File: config.mk
export PLATFORM = sky130hd
export DESIGN_NAME = epsb_top
export DESIGN_NICKNAME = d
export VERILOG_FILES = /design/src/verilog/epsb_pkg.sv /design/src/verilog/epsb_intx.sv /design/src/verilog/epsb_top.sv
export SDC_FILE = /design/constraint.sdc
export NUM_CORES = 1
export LEC_CHECK = 0
export CAP_MARGIN = 40
export CORE_ASPECT_RATIO = 0.9
export CORE_UTILIZATION = 40
export CTS_CLUSTER_SIZE = 40
export DETAILED_ROUTE_END_ITERATION = 6
export DONT_BUFFER_PORTS = 1
export GPL_TIMING_DRIVEN = 0
export SLEW_MARGIN = 10
export SYNTH_ARGS = -nofsm -noshare
export SYNTH_HDL_FRONTEND = slang
export SYNTH_SLANG_ARGS = --single-unit
File: constraint.sdc
create_clock -name REF_CLK -period 6.6 [get_ports REF_CLK]
set_input_delay 0.66 -clock REF_CLK [delete_from_list [all_inputs] [get_ports REF_CLK]]
set_output_delay 0.66 -clock REF_CLK [all_outputs]
set_load 0.005 [all_outputs]
File: src/verilog/epsb_pkg.sv
/*
  Shared constants and carrier types for the endpoint sideband block:
  register offsets, field positions, reset values and the packed structs
  that group the register port, the error inputs and the config outputs.
  Assumes a single 40 MHz clock and user logic on that same clock.
*/
// Contract
// - CRC check flag stays high while AER and CRC exist and checking is enabled.
// - Completion timeout pulse sends a non-fatal message and sets its AER status bit.
// - Non-posted completer abort sends a non-fatal message and sets its AER status bit.
// - Posted completer abort sends a non-fatal message and sets its AER status bit.
// - Unexpected completion sends a non-fatal message and sets its AER status bit.
// - Device status bit 5 follows the non-posted pending input.
// - Bus, device and function numbers from configuration writes are driven out.
// - Six command register bits are driven out, bit 5 interrupt disable.
// - Fifteen low device control bits are driven out continuously.
// - Eight low link control bits are driven out continuously.
// - Falling legacy line sends an assert message and sets interrupt status.
// - Rising legacy line sends a deassert message and clears interrupt status.
// - Interrupt disable blocks the messages but interrupt status still updates.
`default_nettype none

package epsb_pkg;

  localparam int ADDR_W = 8;
  localparam int DATA_W = 32;

  // Register byte offsets
  localparam logic [7:0] OFS_CMD      = 8'h00;
  localparam logic [7:0] OFS_DEVCTL   = 8'h04;
  localparam logic [7:0] OFS_LNKCTL   = 8'h08;
  localparam logic [7:0] OFS_BDF      = 8'h0C;
  localparam logic [7:0] OFS_ECRC     = 8'h10;
  localparam logic [7:0] OFS_DEVSTAT  = 8'h14;
  localparam logic [7:0] OFS_AER_STAT = 8'h18;
  localparam logic [7:0] OFS_HDR0     = 8'h1C;
  localparam logic [7:0] OFS_IRQ_STAT = 8'h2C;
  localparam logic [7:0] OFS_IRQ_CLR  = 8'h30;
  localparam logic [7:0] OFS_IRQ_EN   = 8'h34;

  // Field positions
  localparam int CMD_INT_DIS   = 5;
  localparam int CMD_SERR_EN   = 4;
  localparam int DEVCTL_NF_EN  = 1;
  localparam int BDF_BUS_LSB   = 8;
  localparam int BDF_DEV_LSB   = 3;
  localparam int ECRC_GEN_BIT  = 0;
  localparam int ECRC_CHK_BIT  = 1;
  localparam int DSTAT_INT_BIT = 3;
  localparam int DSTAT_NP_BIT  = 5;
  localparam int AER_CTO_BIT   = 14;
  localparam int AER_CA_BIT    = 15;
  localparam int AER_UC_BIT    = 16;
  localparam int AER_W         = 17;

  // Interrupt event bits
  localparam int EV_CTO   = 0;
  localparam int EV_NPCA  = 1;
  localparam int EV_PCA   = 2;
  localparam int EV_UC    = 3;
  localparam int EV_INTA  = 4;
  localparam int EV_INTD  = 5;
  localparam int EV_W     = 6;

  // Reset values
  localparam logic [5:0]  CMD_RST    = 6'h00;
  localparam logic [14:0] DEVCTL_RST = 15'h2810;
  localparam logic [7:0]  LNKCTL_RST = 8'h00;
  localparam logic [15:0] BDF_RST    = 16'h0000;
  localparam logic [1:0]  ECRC_RST   = 2'h0;

  typedef struct packed {
    logic [ADDR_W-1:0] addr;
    logic [DATA_W-1:0] wdata;
    logic              wr;
    logic              rd;
  } epsb_reg_req_t;

  typedef struct packed {
    logic [127:0] hdr;
    logic         cmpln_tout;
    logic         nonposted_abort_in;
    logic         posted_abort;
    logic         unexp_cmpln;
    logic         nonposted_pending_in;
  } epsb_err_in_t;

  typedef struct packed {
    logic [7:0]  bus_num;
    logic [4:0]  dev_num;
    logic [2:0]  func_num;
    logic [5:0]  cmd;
    logic [14:0] dev_cntl;
    logic [7:0]  link_cntl;
  } epsb_cfg_out_t;

endpackage : epsb_pkg

`default_nettype wire

File: src/verilog/epsb_intx.sv
/*
  Legacy interrupt edge tracker: turns edges of the active-low line into
  one-cycle assert and deassert message requests and keeps the interrupt
  status bit. Assumes the line comes from logic on the same clock.
*/
`default_nettype none

module epsb_intx (
  // Clock and reset
  input  wire logic clk,
  input  wire logic srst,
  // Line and gating
  input  wire logic inta_n,
  input  wire logic int_disable,
  // Results
  output var  logic assert_msg,
  output var  logic deassert_msg,
  output var  logic int_status
);
  import epsb_pkg::*;

  typedef struct packed {
    logic prev_n;
    logic status;
    logic amsg;
    logic dmsg;
  } epsb_intx_st_t;

  epsb_intx_st_t st_r;
  epsb_intx_st_t st_nxt;
  logic          fall;
  logic          rise;

  // Edge detection against the last sampled level
  always_comb begin
    st_nxt        = st_r;
    fall          = st_r.prev_n & ~inta_n;
    rise          = ~st_r.prev_n & inta_n;
    st_nxt.prev_n = inta_n;
    st_nxt.amsg   = fall & ~int_disable;
    st_nxt.dmsg   = rise & ~int_disable;
    if (fall) begin
      st_nxt.status = 1'b1;
    end else if (rise) begin
      st_nxt.status = 1'b0;
    end
  end

  // Line idles high, so no edge is seen coming out of reset
  always_ff @(posedge clk) begin
    if (srst) begin
      st_r <= '{prev_n: 1'b1, status: 1'b0, amsg: 1'b0, dmsg: 1'b0};
    end else begin
      st_r <= st_nxt;
    end
  end

  assign assert_msg   = st_r.amsg;
  assign deassert_msg = st_r.dmsg;
  assign int_status   = st_r.status;

endmodule : epsb_intx

`default_nettype wire

File: src/verilog/epsb_top.sv
/*
  Endpoint sideband: error indications to non-fatal messages and AER
  status with a header log, configuration values held for user logic,
  legacy interrupt messages, and a small interrupt controller.
  Assumes all user-side inputs are synchronous to REF_CLK and that a
  simple register port stands in for configuration writes.
*/
`default_nettype none

module epsb_top #(
  parameter bit AER_PRESENT  = 1'b1,
  parameter bit ECRC_PRESENT = 1'b1
) (
  // Clock and reset
  input  wire logic                   REF_CLK,
  input  wire logic                   SRST,
  // Register port
  input  wire epsb_pkg::epsb_reg_req_t REG_REQ,
  output var  logic [31:0]            REG_RDATA,
  // Error indications from user logic
  input  wire epsb_pkg::epsb_err_in_t  ERR_IN,
  // Legacy interrupt line
  input  wire logic                   INTA_N,
  // Configuration values to user logic
  output var  epsb_pkg::epsb_cfg_out_t CFG_OUT,
  output var  logic                   ECRC_GEN_ENB,
  output var  logic                   ECRC_CHK_ENB,
  // Message requests to the transaction layer
  output var  logic                   NONFATAL_MSG,
  output var  logic                   INTX_ASSERT_MSG,
  output var  logic                   INTX_DEASSERT_MSG,
  // Interrupt to local processor
  output var  logic                   IRQ
);
  import epsb_pkg::*;

  typedef struct packed {
    logic [5:0]        cmd;
    logic [14:0]       devctl;
    logic [7:0]        lnkctl;
    logic [15:0]       bdf;
    logic [1:0]        ecrc;
    logic              np_pend;
    logic [AER_W-1:0]  aer;
    logic              hdr_valid;
    logic [127:0]      hdr;
    logic [EV_W-1:0]   irq_stat;
    logic [EV_W-1:0]   irq_en;
    logic [31:0]       rdata;
    logic              nf_msg;
    logic              gen_enb;
    logic              chk_enb;
    logic              irq;
  } epsb_st_t;

  epsb_st_t        st_r;
  epsb_st_t        st_nxt;
  logic            amsg;
  logic            dmsg;
  logic            int_status;
  logic            hdr_err;
  logic            any_err;
  logic [EV_W-1:0] events;
  logic [EV_W-1:0] irq_next;
  logic            ecrc_cap;

  // Register write decode, used for every writable offset
  function automatic logic wr_hit(input epsb_reg_req_t req, input logic [7:0] ofs);
    return req.wr && (req.addr == ofs);
  endfunction : wr_hit

  // Header log word select; word 0 holds the first header dword
  function automatic logic [31:0] hdr_word(input logic [127:0] h, input logic [1:0] idx);
    return h[127 - 32*idx -: 32];
  endfunction : hdr_word

  // Legacy interrupt edges and messages
  epsb_intx u_intx (
    .clk          (REF_CLK),
    .srst         (SRST),
    .inta_n       (INTA_N),
    .int_disable  (st_r.cmd[CMD_INT_DIS]),
    .assert_msg   (amsg),
    .deassert_msg (dmsg),
    .int_status   (int_status)
  );

  assign ecrc_cap = AER_PRESENT & ECRC_PRESENT;

  // Error event collection
  always_comb begin
    hdr_err = ERR_IN.nonposted_abort_in | ERR_IN.posted_abort | ERR_IN.unexp_cmpln;
    any_err = hdr_err | ERR_IN.cmpln_tout;
    events  = '0;
    events[EV_CTO]  = ERR_IN.cmpln_tout;
    events[EV_NPCA] = ERR_IN.nonposted_abort_in;
    events[EV_PCA]  = ERR_IN.posted_abort;
    events[EV_UC]   = ERR_IN.unexp_cmpln;
    events[EV_INTA] = amsg;
    events[EV_INTD] = dmsg;
  end

  // Set wins over a clear in the same cycle
  always_comb begin
    irq_next = st_r.irq_stat;
    if (wr_hit(REG_REQ, OFS_IRQ_CLR)) begin
      irq_next = irq_next & ~REG_REQ.wdata[EV_W-1:0];
    end
    irq_next = irq_next | events;
  end

  // Next state of everything software and events touch
  always_comb begin
    st_nxt = st_r;

    // Configuration values captured from writes
    if (wr_hit(REG_REQ, OFS_CMD)) begin
      st_nxt.cmd = REG_REQ.wdata[5:0];
    end
    if (wr_hit(REG_REQ, OFS_DEVCTL)) begin
      st_nxt.devctl = REG_REQ.wdata[14:0];
    end
    if (wr_hit(REG_REQ, OFS_LNKCTL)) begin
      st_nxt.lnkctl = REG_REQ.wdata[7:0];
    end
    if (wr_hit(REG_REQ, OFS_BDF)) begin
      st_nxt.bdf = REG_REQ.wdata[15:0];
    end
    if (wr_hit(REG_REQ, OFS_ECRC)) begin
      st_nxt.ecrc = REG_REQ.wdata[1:0];
    end
    if (wr_hit(REG_REQ, OFS_IRQ_EN)) begin
      st_nxt.irq_en = REG_REQ.wdata[EV_W-1:0];
    end

    // Flags follow the enables only where both capabilities exist
    st_nxt.gen_enb = ecrc_cap & st_nxt.ecrc[ECRC_GEN_BIT];
    st_nxt.chk_enb = ecrc_cap & st_nxt.ecrc[ECRC_CHK_BIT];

    // Pending non-posted level mirrored into device status
    st_nxt.np_pend = ERR_IN.nonposted_pending_in;

    // AER status: write one to clear, a new error wins
    if (wr_hit(REG_REQ, OFS_AER_STAT)) begin
      st_nxt.aer = st_r.aer & ~REG_REQ.wdata[AER_W-1:0];
      if (REG_REQ.wdata[AER_CA_BIT] | REG_REQ.wdata[AER_UC_BIT]) begin
        st_nxt.hdr_valid = 1'b0;
      end
    end
    if (ERR_IN.cmpln_tout) begin
      st_nxt.aer[AER_CTO_BIT] = 1'b1;
    end
    if (ERR_IN.nonposted_abort_in) begin
      st_nxt.aer[AER_CA_BIT] = 1'b1;
    end
    if (ERR_IN.posted_abort) begin
      st_nxt.aer[AER_CA_BIT] = 1'b1;
    end
    if (ERR_IN.unexp_cmpln) begin
      st_nxt.aer[AER_UC_BIT] = 1'b1;
    end

    // Header sampled in the error's own cycle; first error is kept, a clear in the same cycle goes first and lets the new header in
    if (hdr_err && !st_nxt.hdr_valid) begin
      st_nxt.hdr       = ERR_IN.hdr;
      st_nxt.hdr_valid = 1'b1;
    end

    // One message per cycle with errors, when reporting is allowed
    st_nxt.nf_msg = any_err & (st_r.devctl[DEVCTL_NF_EN] | st_r.cmd[CMD_SERR_EN]);

    // Interrupt controller
    st_nxt.irq_stat = irq_next;
    st_nxt.irq      = |(irq_next & st_nxt.irq_en);

    // Read data stands only in the cycle after the strobe
    st_nxt.rdata = 32'h0000_0000;
    if (REG_REQ.rd) begin
      unique case (REG_REQ.addr)
        OFS_CMD:      st_nxt.rdata = {26'h0, st_r.cmd};
        OFS_DEVCTL:   st_nxt.rdata = {17'h0, st_r.devctl};
        OFS_LNKCTL:   st_nxt.rdata = {24'h0, st_r.lnkctl};
        OFS_BDF:      st_nxt.rdata = {16'h0, st_r.bdf};
        OFS_ECRC:     st_nxt.rdata = {30'h0, st_r.ecrc};
        OFS_DEVSTAT: begin
          st_nxt.rdata[DSTAT_NP_BIT]  = st_r.np_pend;
          st_nxt.rdata[DSTAT_INT_BIT] = int_status;
        end
        OFS_AER_STAT: st_nxt.rdata = {15'h0, st_r.aer};
        OFS_HDR0:          st_nxt.rdata = hdr_word(st_r.hdr, 2'd0);
        OFS_HDR0 + 8'h04:  st_nxt.rdata = hdr_word(st_r.hdr, 2'd1);
        OFS_HDR0 + 8'h08:  st_nxt.rdata = hdr_word(st_r.hdr, 2'd2);
        OFS_HDR0 + 8'h0C:  st_nxt.rdata = hdr_word(st_r.hdr, 2'd3);
        OFS_IRQ_STAT: st_nxt.rdata = {26'h0, st_r.irq_stat};
        OFS_IRQ_EN:   st_nxt.rdata = {26'h0, st_r.irq_en};
        default:      st_nxt.rdata = 32'h0000_0000;         // Unmapped and write-only read zero
      endcase
    end
  end

  // Single state register
  always_ff @(posedge REF_CLK) begin
    if (SRST) begin
      st_r           <= '0;
      st_r.cmd       <= CMD_RST;
      st_r.devctl    <= DEVCTL_RST;
      st_r.lnkctl    <= LNKCTL_RST;
      st_r.bdf       <= BDF_RST;
      st_r.ecrc      <= ECRC_RST;
    end else begin
      st_r <= st_nxt;
    end
  end

  // Outputs straight from state flops
  always_comb begin
    CFG_OUT.bus_num   = st_r.bdf[15:BDF_BUS_LSB];
    CFG_OUT.dev_num   = st_r.bdf[7:BDF_DEV_LSB];
    CFG_OUT.func_num  = st_r.bdf[2:0];
    CFG_OUT.cmd       = st_r.cmd;
    CFG_OUT.dev_cntl  = st_r.devctl;
    CFG_OUT.link_cntl = st_r.lnkctl;
  end

  assign REG_RDATA         = st_r.rdata;
  assign ECRC_GEN_ENB      = st_r.gen_enb;          // depends on this flag
  assign ECRC_CHK_ENB      = st_r.chk_enb;
  assign NONFATAL_MSG      = st_r.nf_msg;
  assign INTX_ASSERT_MSG   = amsg;
  assign INTX_DEASSERT_MSG = dmsg;
  assign IRQ               = st_r.irq;

endmodule : epsb_top

`default_nettype wire

==> out/metrics.cfg <==
[global_route]
overflow=0
use_met1_pct=36.8
grt_pass1_wl_mm=53.3
antenna_found_initial=1
grt_max_degree=14
use_met2_pct=42.1
met3_usage_pct=9.14
grt.total_usage_pct=27.5
grt_pass1_vias=8686
grt_busiest_layer=met2

[clocking]
clock_latency_ns=0.54
h-tree-depth=1
cts_buffers=27
cts_setup_buffers=0
cts_hold_buf=0
ctsResizeCount=0
cts_tree=built
clockBufferDepth=3
clock_sinks=244
clk_pin_slew_ns=0.06
ctsRootBufferMaster=clkbuf_16

[worst_setup_path]
cp_max_fo=10
worstSetupPathType=primary input to flip-flop
worstSetupStartpoint=REG_REQ[37]
crit_chain=buf_2 > or4b_2 > clkbuf_1 > nor2_1 > buf_2 > a222oi_1 > a31oi_1
startpoint_type=primary input
reg2reg_from=st_r[176]
worstPathRequired_ns=7.03
slowest_delay_ns=0.66
critPathSlowestCell=or4b_2
endpoint_kind=flip-flop
cp_common_cell=buf_2
worstPathArrival_ns=3.20

[power]
ir_worst_vdd_uv=194
power.leakage_uw=0.00437
power.density_mw_per_mm2=288

[layout]
final.fill_count=2552
drive_above_1_share_pct=14.1
finalNonFillerCells=1624
final_util_pct=46.1
syn2layout_area_growth_pct=13.6
multi_input_area_mm2=0.00425
finalInstanceArea_mm2=0.0116
seq_area_mm2=0.00488
nNetsFinal=1442
antenna_cells=0

[synthesis]
synth_seq_cells=244
synth.largest_area_cell=dfxtp_1
synthTopCellsByArea=dfxtp_1 48%, nand2_1 13%, a21oi_1 9.8%
syn_inst=1229
yosysUniqueCellTypes=54
synth-seq-area-share_pct=47.9
synthesis.nets=1409
synth_edf_count=0
yosys.area.top_type_share_pct=47.9
syn_area_per_cell_um2=8.30
synth_ff_type=dfxtp_1
syn_area_mm2=0.0102
yosysWarnings=0
async_flop_share_pct=0

[routing]
viasPerCell=5.49
ant_nets=0
drt_iter0_drc=843
wl_per_cell_um=22.5
drt_pre_antenna_iters=5
wl_mm=36.5
drc=0
vias=8909

[sta]
tns_ns=0
finClkSkew_ns=0.0169
worst_slew_pin_slew_ns=0.972
rsz0062_at_grt=false
period_share_pct=41.9
final_hold_viol_count=0
slew_viol_final=0
period_needed_ns=2.77
slew_headroom_pct=34.6
max_freq_mhz=361
setup_viol=0

[job]
maxCapViolations=0

[hold_path]
hp-class=primary input to flip-flop
worstHoldStart=REG_REQ[8]

[floorplan]
coreArea_mm2=0.0251
fp.dieW_um=170
fp-row-count=55
start_util_pct=40.6
dieArea_mm2=0.0262
io_pins=261
fp.dieH_um=154

[place]
globalplace.congestion=0.910
dpl-instance-area_mm2=0.0107
portBuffers=0
dpl.hpwl_mm=27.5
place_inst=1575

[status]
status=finished clean

==> cell families after synthesis <==
kind of cell | Yosys count | synth area share (%)
buffers and inverters | 173 | 10.5
adders and majority gates | 2 | 0.245
and+or+nand+nor | 472 | 19.6
muxes | 31 | 3.37
DFF | 244 | 47.9
AOI/OAI and AO/OA | 307 | 18.4
==> path summary, 6_finish.rpt <==
check                           cells past startpoint  slack, ns      endpoint
worst max register to register                      6       4.78     st_r[115]
worst min-delay path                                1       0.20     st_r[183]
worst min register to register                      2       0.45      st_r[56]
worst max-delay path                                7       3.83  REG_RDATA[6]
==> cell usage after synthesis, types with 7 or more instances <==
cell type,number
buf_2,19
a222oi_1,27
nand3_1,9
a21oi_1,199
nor2_1,43
a31oi_1,21
dfxtp_1,244
buf_6,14
nor2b_1,7
mux2_2,7
clkbuf_1,54
nand2b_1,14
nand2_1,354
buf_4,78
a22oi_1,31
nor3_1,7
mux2i_1,22
==> layout make-up <==
| cell class | instances | area share (%) |
|---|---|---|
| clock buffer | 39 | 6.82 |
| multi-input combinational | 812 | 36.7 |
| inverter | 6 | 0.194 |
| tap | 342 | 3.69 |
| buffer | 167 | 9.05 |
| timing repair buffer | 4 | 0.248 |
| sequential | 244 | 42.1 |
| clock inverter | 10 | 1.20 |
==> critical path: cells and delay by family <==
family | cells | cell delay [ns]
AOI/OAI and AO/OA | 2 | 0.47
buffers and inverters | 3 | 0.83
and+or+nand+nor | 2 | 1.23
==> per-stage QoR <==
stage / total power (uW) / setup WS (ns) / hold WS [ns]
after floorplan: 1730 / 4.06 / 0.424
after global placement: 1800 / 3.16 / 0.436
after detailed placement: 1810 / 3.18 / 0.439
after CTS: 3360 / 3.76 / 0.188
after global routing: 3450 / 3.67 / 0.187
final: 3340 / 3.83 / 0.201
==> layer usage <==
metal | wire (um) | vias up
li1 | - | 4220
met1 | 15700 | 4220
met2 | 15800 | 403
met3 | 3940 | 64
met4 | 969 | 2
met5 | 9 | -
==> layout by cell type (no fill, tap or decap), drive strengths merged, types with 2 or more instances in the layout <==
cell,synthesis,final
a31oi,21,21
or2,3,3
inv,6,7
a22oi,31,31
nand3b,6,6
nor3b,2,2
or3,2,2
nor2b,7,7
nand2b,14,14
nand3,9,9
dfxtp,244,244
nor2,45,45
nor4b,3,3
a222oi,27,27
a21oi,199,199
bufinv,0,3
nand4,5,5
mux4,2,2
a22o,4,4
and2,2,2
o22ai,2,2
o22a,2,2
o21ai,5,5
mux2,7,7
buf,113,117
nor3,9,9
nor4,4,4
ha,2,2
clkbuf,54,93
clkinv,0,5
mux2i,22,22
or4b,4,4
nand2,354,354
a221oi,3,3
a211oi,4,4
==> registers in the layout (all words and copies together), names as in the netlist <==
| signal | flops |
|---|---|
| CFG_OUT | 45 |
| u_intx.deassert_msg | 1 |
| REG_RDATA | 32 |
| u_intx.int_status | 1 |
| IRQ | 1 |
| u_intx.assert_msg | 1 |
| u_intx.st_r | 1 |
| NONFATAL_MSG | 1 |
| st_r | 161 |
==> where the power goes <==
group / switching, uW / leakage (uW) / internal (uW)
sequential: 33.9 / 0.00199 / 1530
clock: 613 / 0.000456 / 948
combinational: 144 / 0.00192 / 71.8
Power figures use the tool's default switching activity.
